### config.mk
export PLATFORM = sky130hd
export DESIGN_NAME = thermal_overload_output_stage
export DESIGN_NICKNAME = d
export VERILOG_FILES = /design/src/shared/thermal_overload_pkg.sv /design/src/hdl/thermal_overload_output_stage.sv
export VERILOG_INCLUDE_DIRS = /design/src /design/src/shared
export SDC_FILE = /design/constraint.sdc
export NUM_CORES = 1
export LEC_CHECK = 0
export ABC_AREA = 1
export CAP_MARGIN = 5
export CORE_MARGIN = 4
export CORE_UTILIZATION = 44
export DETAILED_ROUTE_END_ITERATION = 12
export DONT_BUFFER_PORTS = 1
export REMOVE_ABC_BUFFERS = 1
export SYNTH_ARGS = -nofsm -noshare
export SYNTH_HDL_FRONTEND = slang
export SYNTH_SLANG_ARGS = --single-unit
### constraint.sdc
create_clock -name clk_sys_in -period 3.03 [get_ports clk_sys_in]
set_input_delay 0.606 -clock clk_sys_in [delete_from_list [all_inputs] [get_ports clk_sys_in]]
set_output_delay 0.606 -clock clk_sys_in [all_outputs]
set_load 0.02 [all_outputs]
### src/shared/thermal_overload_consts.svh
/*
  Constants for the thermal overload output stage: reset values and timing.
  Assumes inclusion by bare name from the design file.
*/
`ifndef THERMAL_OVERLOAD_CONSTS_SVH
`define THERMAL_OVERLOAD_CONSTS_SVH

// Percentages are in tenths of a percent.
`define TOL_PCT_W              11
`define TOL_ALARM1_LEVEL_RST   11'h190
`define TOL_ALARM2_LEVEL_RST   11'h190
`define TOL_INHIBIT_LEVEL_RST  11'h320
`define TOL_TRIP_LEVEL_RST     11'h3E8
`define TOL_PCT_MAX            11'h5DC
// Unity value in a Q8.8 format.
`define TOL_UNITY_Q88          16'h0100
// Current in tenths of a percent of rated current.
`define TOL_CUR_W              16
`define TOL_LIGHT_LOAD_LIMIT   16'h000A
`define TOL_HIGH_LOAD_LIMIT    16'h07D0
// Trip delay step in nanoseconds and the clock period in nanoseconds.
`define TOL_DELAY_STEP_NS      5000000
`define TOL_CLK_PERIOD_NS      5
`define TOL_DELAY_STEP_CYC     ((`TOL_DELAY_STEP_NS + `TOL_CLK_PERIOD_NS - 1) / `TOL_CLK_PERIOD_NS)
`define TOL_DELAY_MAX_STEPS    20'hAFC80
// Blocking lead time that the source must honour, in nanoseconds.
`define TOL_BLOCK_LEAD_NS      5000000

`endif

### src/shared/thermal_overload_pkg.sv
/*
  Types for the thermal overload output stage.
  Assumes the constants header is on the include path.
*/
`default_nettype none

package thermal_overload_pkg;

    typedef enum logic [5:0] {
        COND_NORMAL  = 6'h01,
        COND_ALARM1  = 6'h02,
        COND_ALARM2  = 6'h04,
        COND_INHIBIT = 6'h08,
        COND_TRIP    = 6'h10,
        COND_BLOCKED = 6'h20
    } condition_t;

    typedef enum logic [4:0] {
        MODE_ON           = 5'h01,
        MODE_BLOCKED      = 5'h02,
        MODE_TEST         = 5'h04,
        MODE_TEST_BLOCKED = 5'h08,
        MODE_OFF          = 5'h10
    } behaviour_t;

    typedef enum logic [3:0] {
        LOAD_LIGHT  = 4'h1,
        LOAD_NORMAL = 4'h2,
        LOAD_OVER   = 4'h4,
        LOAD_HIGH   = 4'h8
    } load_class_t;

    typedef enum logic [2:0] {
        TRIP_IDLE    = 3'h1,
        TRIP_DELAY   = 3'h2,
        TRIP_ACTIVE  = 3'h4
    } trip_state_t;

endpackage : thermal_overload_pkg

`default_nettype wire

### src/hdl/thermal_overload_output_stage.sv
/*
  Thermal overload output stage: threshold compare, alarms, restart lockout,
  delayed trip, start/blocked handling, condition, load class, setting faults.
  Assumes thermal capacity, current and settings arrive synchronous to
  clk_sys_in, and that process_tick_in marks the start of each program cycle.
*/
//
// Operation
// - Alarm one and its output drive only when its enable is set.
// - Alarm one activates when capacity reaches its threshold, default 40.0 percent.
// - Alarm two and its output are gated by their own enable, default off.
// - Alarm two activates when capacity reaches its threshold, default 40.0 percent.
// - Restart lockout and its output are gated by a separate enable, default off.
// - Lockout activates when capacity reaches its threshold, default 80.0 percent.
// - Trip starts when capacity reaches its threshold, default 100.0 percent; no enable.
// - Trip output waits an added delay in 5 ms steps; zero adds none.
// - Blocking input is sampled once at the start of every program cycle.
// - Pick-up without blocking raises start and proceeds to operate timing.
// - Pick-up with blocking raises blocked and stops further operate processing.
// - Blocking after start clears start and releases as for a dropped pick-up.
// - Condition reports normal, alarms, lockout, trip or blocked; normal drives nothing.
// - Load is light, normal, overloading or high overload from measured current.
// - Invalid service factor raises a fault flag and substitutes 1.0 while present.
// - Invalid ambient settings raise a fault flag and substitute 1.0.
// - Wrong nominal current setup raises a fault flag and substitutes 1.0.
// - Conflicting ambient coefficient settings raise an inconsistency flag while present.
// - Behaviour mode is one of on, blocked, test, test-and-blocked or off.
`include "thermal_overload_consts.svh"
`timescale 1ns/1ps
`default_nettype none

module thermal_overload_output_stage #(
    parameter int unsigned PCT_W        = `TOL_PCT_W,
    parameter int unsigned CUR_W        = `TOL_CUR_W,
    parameter int unsigned DELAY_STEP_CYC = `TOL_DELAY_STEP_CYC
) (
    // Clock and reset
    input  wire logic                               clk_sys_in,
    input  wire logic                               rst_in,
    // Program cycle and measurement
    input  wire logic                               process_tick_in,
    input  wire logic [PCT_W-1:0]                   thermal_capacity_in,
    input  wire logic [CUR_W-1:0]                   measured_current_in,
    input  wire logic [CUR_W-1:0]                   trip_current_limit_in,
    input  wire logic [CUR_W-1:0]                   pickup_current_limit_in,
    // Settings
    input  wire logic                               alarm1_enable_in,
    input  wire logic                               alarm2_enable_in,
    input  wire logic                               inhibit_enable_in,
    input  wire logic [PCT_W-1:0]                   alarm1_level_in,
    input  wire logic [PCT_W-1:0]                   alarm2_level_in,
    input  wire logic [PCT_W-1:0]                   inhibit_level_in,
    input  wire logic [PCT_W-1:0]                   trip_level_in,
    input  wire logic [19:0]                        trip_delay_steps_in,
    input  wire thermal_overload_pkg::behaviour_t   behaviour_in,
    // Blocking matrix input
    input  wire logic                               block_in,
    // Setting validity
    input  wire logic                               service_factor_valid_in,
    input  wire logic [15:0]                        service_factor_in,
    input  wire logic                               ambient_valid_in,
    input  wire logic [15:0]                        ambient_k_in,
    input  wire logic                               nominal_calc_valid_in,
    input  wire logic [15:0]                        nominal_calc_in,
    input  wire logic                               ambient_k_consistent_in,
    // Signals and output controls
    output logic                                    alarm1_out,
    output logic                                    alarm2_out,
    output logic                                    inhibit_out,
    output logic                                    trip_out,
    output logic                                    alarm1_io_out,
    output logic                                    alarm2_io_out,
    output logic                                    inhibit_io_out,
    output logic                                    trip_io_out,
    output logic                                    start_out,
    output logic                                    blocked_out,
    // Status
    output thermal_overload_pkg::condition_t        condition_out,
    output thermal_overload_pkg::behaviour_t        behaviour_out,
    output thermal_overload_pkg::load_class_t       load_class_out,
    output logic                                    service_factor_fault_out,
    output logic                                    ambient_fault_out,
    output logic                                    nominal_fault_out,
    output logic                                    ambient_k_inconsistent_out,
    output logic [15:0]                             service_factor_used_out,
    output logic [15:0]                             ambient_k_used_out,
    output logic [15:0]                             nominal_calc_used_out
);
    import thermal_overload_pkg::*;

    // Narrower fields cannot hold the limits.
    if (PCT_W < 11 || CUR_W < 12 || DELAY_STEP_CYC < 1)
    begin : g_bad_params
        $error("Parameter values too small for the documented ranges.");
    end

    function automatic logic reached(input logic [PCT_W-1:0] cap, input logic [PCT_W-1:0] lvl);
        reached = (cap >= lvl);
    endfunction : reached

    function automatic logic [15:0] used_value(input logic ok, input logic [15:0] val);
        used_value = ok ? val : `TOL_UNITY_Q88;
    endfunction : used_value

    // Blocking is latched only on the program cycle boundary.
    logic           block_r;
    logic           block_nxt;
    logic           mode_block;
    logic           mode_off;
    logic           blk_eff;
    assign block_nxt  = process_tick_in ? block_in : block_r;
    assign mode_block = (behaviour_in == MODE_BLOCKED) || (behaviour_in == MODE_TEST_BLOCKED);
    assign mode_off   = (behaviour_in == MODE_OFF);
    assign blk_eff    = block_r || mode_block;

    // Threshold compares.
    logic           a1_hit;
    logic           a2_hit;
    logic           inh_hit;
    logic           trip_hit;
    assign a1_hit   = reached(thermal_capacity_in, alarm1_level_in);
    assign a2_hit   = reached(thermal_capacity_in, alarm2_level_in);
    assign inh_hit  = reached(thermal_capacity_in, inhibit_level_in);
    assign trip_hit = reached(thermal_capacity_in, trip_level_in);

    // A blocked pick-up yields blocked; otherwise start is raised.
    logic           run;
    logic           start_nxt;
    logic           blocked_nxt;
    assign run         = !mode_off;
    assign start_nxt   = run && trip_hit && !blk_eff;
    assign blocked_nxt = run && trip_hit && blk_eff;

    logic           a1_nxt;
    logic           a2_nxt;
    logic           inh_nxt;
    assign a1_nxt  = run && !blk_eff && alarm1_enable_in && a1_hit;
    assign a2_nxt  = run && !blk_eff && alarm2_enable_in && a2_hit;
    assign inh_nxt = run && !blk_eff && inhibit_enable_in && inh_hit;

    // Trip delay timer; blocking or a drop of pick-up returns it to idle.
    trip_state_t    trip_state_r;
    trip_state_t    trip_state_nxt;
    logic [31:0]    cyc_cnt_r;
    logic [31:0]    cyc_cnt_nxt;
    logic [19:0]    step_cnt_r;
    logic [19:0]    step_cnt_nxt;
    logic           step_done;
    logic           delay_done;
    assign step_done  = (cyc_cnt_r == 32'(DELAY_STEP_CYC - 1));
    assign delay_done = step_done && (step_cnt_r + 20'h00001 >= trip_delay_steps_in);

    always_comb
    begin
        trip_state_nxt = trip_state_r;
        cyc_cnt_nxt    = 32'h00000000;
        step_cnt_nxt   = 20'h00000;
        case (trip_state_r)
            TRIP_IDLE:
            begin
                if (start_nxt)
                    trip_state_nxt = (trip_delay_steps_in == 20'h00000) ? TRIP_ACTIVE : TRIP_DELAY;
            end
            TRIP_DELAY:
            begin
                if (!start_nxt)
                    trip_state_nxt = TRIP_IDLE;
                else if (delay_done)
                    trip_state_nxt = TRIP_ACTIVE;
                else if (step_done)
                    step_cnt_nxt = step_cnt_r + 20'h00001;
                else
                begin
                    cyc_cnt_nxt  = cyc_cnt_r + 32'h00000001;
                    step_cnt_nxt = step_cnt_r;
                end
            end
            TRIP_ACTIVE:
            begin
                if (!start_nxt)
                    trip_state_nxt = TRIP_IDLE;
            end
            default:
                trip_state_nxt = TRIP_IDLE;
        endcase
    end

    // Condition shows the most severe active state.
    condition_t     cond_nxt;
    logic           trip_nxt;
    assign trip_nxt = (trip_state_nxt == TRIP_ACTIVE);
    always_comb
    begin
        if (blocked_nxt)
            cond_nxt = COND_BLOCKED;
        else if (trip_nxt)
            cond_nxt = COND_TRIP;
        else if (inh_nxt)
            cond_nxt = COND_INHIBIT;
        else if (a2_nxt)
            cond_nxt = COND_ALARM2;
        else if (a1_nxt)
            cond_nxt = COND_ALARM1;
        else
            cond_nxt = COND_NORMAL;
    end

    // Output controls stay off in test modes so the relays are not exercised.
    logic           io_allow;
    logic           cond_active;
    logic           a1_io_nxt;
    logic           a2_io_nxt;
    logic           inh_io_nxt;
    logic           trip_io_nxt;

    assign io_allow    = (behaviour_in == MODE_ON);
    assign cond_active = (cond_nxt != COND_NORMAL);
    assign a1_io_nxt   = a1_nxt && io_allow && cond_active;
    assign a2_io_nxt   = a2_nxt && io_allow && cond_active;
    assign inh_io_nxt  = inh_nxt && io_allow && cond_active;
    assign trip_io_nxt = trip_nxt && io_allow && cond_active;

    // Load classification.
    load_class_t    load_nxt;
    always_comb
    begin
        if (measured_current_in < `TOL_LIGHT_LOAD_LIMIT)
            load_nxt = LOAD_LIGHT;
        else if (measured_current_in >= `TOL_HIGH_LOAD_LIMIT)
            load_nxt = LOAD_HIGH;
        else if (measured_current_in > pickup_current_limit_in)
            load_nxt = LOAD_OVER;
        else if (measured_current_in < trip_current_limit_in)
            load_nxt = LOAD_NORMAL;
        else
            load_nxt = LOAD_OVER;
    end

    // Blocking latch and timer state.
    always_ff @(posedge clk_sys_in)
    begin
        if (rst_in)
        begin
            block_r      <= 1'b0;
            trip_state_r <= TRIP_IDLE;
            cyc_cnt_r    <= 32'h00000000;
            step_cnt_r   <= 20'h00000;
        end
        else
        begin
            block_r      <= block_nxt;
            trip_state_r <= trip_state_nxt;
            cyc_cnt_r    <= cyc_cnt_nxt;
            step_cnt_r   <= step_cnt_nxt;
        end
    end

    always_ff @(posedge clk_sys_in)
    begin
        if (rst_in)
        begin
            alarm1_out  <= 1'b0;
            alarm2_out  <= 1'b0;
            inhibit_out <= 1'b0;
            trip_out    <= 1'b0;
            start_out   <= 1'b0;
            blocked_out <= 1'b0;
        end
        else
        begin
            alarm1_out  <= a1_nxt;
            alarm2_out  <= a2_nxt;
            inhibit_out <= inh_nxt;
            trip_out    <= trip_nxt;
            start_out   <= start_nxt;
            blocked_out <= blocked_nxt;
        end
    end

    always_ff @(posedge clk_sys_in)
    begin
        if (rst_in)
        begin
            alarm1_io_out  <= 1'b0;
            alarm2_io_out  <= 1'b0;
            inhibit_io_out <= 1'b0;
            trip_io_out    <= 1'b0;
        end
        else
        begin
            alarm1_io_out  <= a1_io_nxt;
            alarm2_io_out  <= a2_io_nxt;
            inhibit_io_out <= inh_io_nxt;
            trip_io_out    <= trip_io_nxt;
        end
    end

    always_ff @(posedge clk_sys_in)
    begin
        if (rst_in)
        begin
            condition_out  <= COND_NORMAL;
            behaviour_out  <= MODE_OFF;
            load_class_out <= LOAD_LIGHT;
        end
        else
        begin
            condition_out  <= cond_nxt;
            behaviour_out  <= behaviour_in;
            load_class_out <= load_nxt;
        end
    end

    // Flags keep no memory; each clears once its setting is valid.
    always_ff @(posedge clk_sys_in)
    begin
        if (rst_in)
        begin
            service_factor_fault_out   <= 1'b0;
            ambient_fault_out          <= 1'b0;
            nominal_fault_out          <= 1'b0;
            ambient_k_inconsistent_out <= 1'b0;
            service_factor_used_out    <= `TOL_UNITY_Q88;
            ambient_k_used_out         <= `TOL_UNITY_Q88;
            nominal_calc_used_out      <= `TOL_UNITY_Q88;
        end
        else
        begin
            service_factor_fault_out   <= !service_factor_valid_in;
            ambient_fault_out          <= !ambient_valid_in;
            nominal_fault_out          <= !nominal_calc_valid_in;
            ambient_k_inconsistent_out <= !ambient_k_consistent_in;
            service_factor_used_out    <= used_value(service_factor_valid_in, service_factor_in);
            ambient_k_used_out         <= used_value(ambient_valid_in, ambient_k_in);
            nominal_calc_used_out      <= used_value(nominal_calc_valid_in, nominal_calc_in);
        end
    end

endmodule : thermal_overload_output_stage

`default_nettype wire

# Word level (Yosys, flattened, before mapping)
# Cells that the tools add are included.
dict set report word_totals {
  regBits 133
  inputBits 187
  output_inout_bits 77
  elab_cells 102
}
dict set report op_classes {
  n_addsub 2
  magnitude_cmp 9
  n_eq_ne 10
  muxes 14
  n_bitwise 5
  reduce_logical 36
}
# cell n
set ops {}
lappend ops {{11-bit greater-or-equal comparator} 4}
lappend ops {{32-bit by 1-bit adder with 32-bit output, second input constant} 1}
lappend ops {{32-bit by 20-bit equality test with 1-bit output, second input constant} 1}
lappend ops {{3-bit two-way mux} 8}
lappend ops {{20-bit by 1-bit adder with 20-bit output, second input constant} 1}
lappend ops {{20-bit greater-or-equal comparator} 1}
lappend ops {{20-bit zero test} 1}
lappend ops {{1-bit logical AND} 19}
lappend ops {{16-bit by 11-bit greater-or-equal comparator with 1-bit output, second input constant} 1}
lappend ops {{16-bit > comparator} 1}
lappend ops {{16-bit less-than comparator} 1}
lappend ops {{16-bit by 4-bit less-than comparator with 1-bit output, second input constant} 1}
lappend ops {{3-bit one-hot mux with 3 select lines} 1}
lappend ops {{4-bit two-way mux} 2}
lappend ops {{2-bit OR reduction} 4}
lappend ops {{4-bit OR reduction} 2}
lappend ops {{3-bit equality test, second input constant} 2}
lappend ops {{1-bit zero test} 6}
lappend ops {{6-bit two-way mux} 1}
lappend ops {{6-bit by 1-bit != test with 1-bit output, second input constant} 1}
lappend ops {{5-bit by 1-bit equality test with 1-bit output, second input constant} 1}
lappend ops {{5-bit by 2-bit equality test with 1-bit output, second input constant} 1}
lappend ops {{5-bit by 4-bit equality test with 1-bit output, second input constant} 1}
lappend ops {{5-bit equality test, second input constant} 1}
lappend ops {{other kinds (8)} 13}

# Longest topological paths before layout
dict set report depth {
  ltp_word 14
  ltp_mapped 20
  mapped_depth_nobuf 20
}

# Worst setup path before layout
# Ideal clock, no wire load.
dict set report synth_timing {
  path_kind {flip-flop to flip-flop}
  startpoint {reg step_cnt_r[0]}
  endpoint {reg step_cnt_r[12]}
  setup_ns 0.117
  arrival_ns 2.475
  required_time_ns 2.913
  path_slack_ns 0.438
  path_stages_with_launch 21
  n_path_buf 1
  period_less_slack_ns 2.592
  cell_sequence {dfxtp_1 > ha_1 > nand3_2 > nor2_2 > nand2_2 > nor2_4 > nand2_2 > nor2_2 > xnor2_1 > inv_2 > ha_1 > nand2_1 > nor2_1 > nand2_1 > nor2_1 > nand2_1 > nand4_1 > nand2_1 > nand3_1 > buf_2 > nor2_1}
}
dict set report synth_via {
  elab_chain_cells 4
}
# item line
set synth_rtl {}
lappend synth_rtl {{start, declared} thermal_overload_output_stage.sv:146} ;# logic [19:0] step_cnt_r;
lappend synth_rtl {{start signal, assigned} thermal_overload_output_stage.sv:254} ;# step_cnt_r <= step_cnt_nxt;
lappend synth_rtl {{20-bit by 1-bit adder with 20-bit output *} {thermal_overload_output_stage.sv:151, thermal_overload_output_stage.sv:171}}
lappend synth_rtl {{20-bit greater-or-equal comparator} thermal_overload_output_stage.sv:151} ;# assign delay_done = step_done && (step_cnt_r + 20'h00001 >= trip_delay_steps_in);
lappend synth_rtl {{1-bit logical AND} thermal_overload_output_stage.sv:151}
lappend synth_rtl {{4-bit OR reduction (no source line)} --}
# Mark *: on every way between the ends. The rest lies on a longest branch, timed or not.
# A chain may end at the register's enable or synchronous reset.

# Final worst setup path
dict set report layout_timing {
  startpoint {reg step_cnt_r[2]}
  endpoint {reg step_cnt_r[0]}
}
dict set report layout_via {
  elab_chain_cells 4
}
# item line
set layout_rtl {}
lappend layout_rtl {{20-bit by 1-bit adder with 20-bit output} thermal_overload_output_stage.sv:151}
lappend layout_rtl {{20-bit greater-or-equal comparator} thermal_overload_output_stage.sv:151}
lappend layout_rtl {{1-bit logical AND} thermal_overload_output_stage.sv:151}
lappend layout_rtl {{4-bit OR reduction (no source line)} --}
# No other way between the ends.

==> impl_results.md <==
- Kind of critical path: reg -> reg
- Leak pwr: 0.00438 uW
- Routability cong.: 0.864
- Post-layout minimum cycle time: 2.78 ns
- Number of CTS-inserted buffers: 17
- HP Class: in -> reg
- Bufs on Longest Clock Path: 2
- Ant. Diodes: 0
- Hold Violations, Final: 0
- Synthesized area per cell: 6.95 sq um
- Wire per inst: 15.2 microns
- Vias: ~7000
- Antenna violations before repair: 0
- Fin worst setup slack: 0.245 ns
- Final design utilization: 0.504
- Total power: 4410 uW
- All-Layer GR Usage: 0.207
- Seq pwr share: 0.422
- Starting DRC count in detailed routing: 325
- Yosys cell types: 41
- Seq cells post-synth: between 100 and 150
- Seq/Total Area, Yosys: 0.328
- Post-DP HPWL: 17.4 mm
- # setup viols final: 0
- Sw frac: 0.273
- WP data arrival: 3.13 ns
- Vias in the first global route: 6732
- Crit path max fanout: 10
- Final worst-path cycle share: 0.919
- TritonCTS clock tree: built
- Drt pass-1 iters: 4
- Detail Route Antenna Nets: 0
- Root Buffer: clkbuf_16
- Synthesized cell area: around 8000 sq um
- Placed Cells: 1380
- I/O Pins: 264
- Total Wirelength: 21.5 mm
- Worst Skew: about 0.0054 ns
- Commonest non-fill, non-tap cell in the layout: nand2_1
- Largest net degree at the start of global routing: 24
- Row count: slightly below 50
- Synth warn: 0
- Startpoint Class: flip-flop
- Maxcap violations: 0
- Die width: 143 microns
- Layout cell share with drive strength beyond 1: 0.0894
- Worst-path clk slew: roughly 0.07 ns
- Peak VDD IR: 496 uV
- Comb pwr share: 0.084
- Clock power share: 0.494
- Core Footprint: 18000 sq um
- Yosys top cell by area: dfxtp_1
- First-pass GRT wire length: 33.7 mm
- Pre-CTS setup slack: 0.200 ns
- DRC Markers: 0
- Pins over their slew limit: 0
- EDFF count, synth: 0
- Top cells by area, synth: dfxtp_1 33%, ha_1 15%, nand2_1 12%
- Initial Util: 0.448
- Die Y-Extent: 143 microns
- Power per cell area: between 400 and 500 nW/um^2
- Worst skew pair latency: between 0.4 and 0.5 ns
- Dominant synthesized flop cell: dfxtp_1
- Grt ovf: 0
- Layout Area Growth over Synthesis: 12.3%
- Worst Max-Slew Pin Slew: 0.697 ns
- # clock sinks: 132
- Die ar.: 20500 sq um
- Internal power: 3200 uW
- Setup crit end kind: flip-flop
- Max-slew headroom: 0.534
- FMAX: 359 MHz
- Final Non-Filler Cells: roughly 1400
- Psw: roughly 1200 uW
- Mapped Cells: between 1000 and 1500
- H-tree Lvls: 4
- Worst Path Required: between 3 and 4 ns
- Status: complete, no violations
- Detailed-route vias per instance: 4.95
- Fillers: 1832
- Port buffer count: 0
- Yosys top cell area share: 0.328
- Most frequent cells in the layout: 249 x nand2_1, 226 x inv_1, 143 x nor2_1, 128 x dfxtp_1, 96 x ha_1
- Net count, final: 1457
- Synth async-reset ratio: 0
==> repair_timing <==
action,4_1_cts,5_1_grt
endpoints found under the hold margin,0,0
setup endpoints to repair,0,29
buffers inserted,0,2
hold buffers,0,0
resized for setup,0,15
==> metrics by stage <==
step	hold WS (ns)	area (sq um)	setup TNS (ns)
5_1_grt	0.220	9050	-0.0882
2_1_floorplan	0.429	7980	0
6_report	0.237	9050	0
3_3_place_gp	0.444	8330	0
4_1_cts	0.218	8950	0
3_5_place_dp	0.456	8330	0
==> registers in the layout (all words and copies together), names as in the netlist, 3 cells and up <==
name and count:
load_class_out 4, behaviour_out 5, cyc_cnt_r 32, service_factor_used_out 16, condition_out 5, ambient_k_used_out 16, nominal_calc_used_out 16, trip_state_r 3
step_cnt_r 20
==> cell families (layout without fill, tap and decap cells) <==
group | count (synthesis) | after routing | synth area share
flops | 132 | 132 | 0.328
compound gates | 106 | 106 | 0.0694
xor+xnor | 21 | 21 | 0.0228
buf+inv | 255 | 282 | 0.122
fa+ha+maj | 97 | 97 | 0.151
simple gates | 548 | 548 | 0.307
==> worst max-delay path, cell delays in order, from the launching register on <==
cell	delay, ns
dfxtp_1	0.46
nand3_2	0.15
inv_2	0.10
nand4_1	0.15
buf_4	0.18
xnor2_1	0.25
ha_1	0.30
a21o_1	0.18
nor2_1	0.09
nand2_1	0.06
nand2_1	0.05
nand4_1	0.14
nand2_1	0.16
nand3_4	0.12
clkbuf_16	0.20
a21oi_1	0.11
==> synth_stat cells, types with 5 or more instances <==
cell type and n:
nor2_2 7, nor4_1 8, inv_2 12, a21oi_1 77, dfxtp_1 132, a21o_1 5, or2_2 7, xor2_1 12
nand2_1 249, o21ai_0 15, ha_1 97, nand3_1 36, nand4_1 33, inv_1 226, nor2_1 145, xnor2_1 9
buf_2 5, clkbuf_1 5, nor3_2 7, nor3_1 26, nand3_2 6
==> power by group through the flow <==
stage / logic [uW] / registers (uW) / clock network, uW
after floorplan: 289 / 1880 / 0
after global placement: 363 / 1900 / 0
after detailed placement: 370 / 1900 / 0
after CTS: 372 / 1860 / 2230
after global routing: 442 / 1860 / 2300
final: 369 / 1860 / 2180
==> path summary, 6_finish.rpt <==
check | from | end | slack, ns | cells past startpoint
setup / recovery | step_cnt_r[2] | step_cnt_r[0] | 0.25 | 15
setup reg to reg | step_cnt_r[2] | step_cnt_r[0] | 0.25 | 15
hold / removal | service_factor_valid_in | service_factor_fault_out | 0.24 | 1
hold reg to reg | cyc_cnt_r[31] | cyc_cnt_r[31] | 0.47 | 2
==> metal layers <==
metal,vias to the layer above,track usage,routed length [microns],part of all wire
met5,-,0,0,0
met4,0,0.0664,506,0.024
met3,25,0.0659,1460,0.068
met2,181,0.349,10400,0.48
met1,3117,0.252,9100,0.42
li1,3676,-,-,-
==> cell type report <==
class                   instances  area, sq um  share of cell area
clock buffers                  17          425              0.0470
multi-input cells             772         4490               0.496
flip-flops and latches        132         2650               0.293
clock inverters                15          196              0.0217
inverters                     241          906               0.100
repair buffers                  9         97.6              0.0108
well taps                     229          287              0.0317
(Power assumes the default switching activity.)
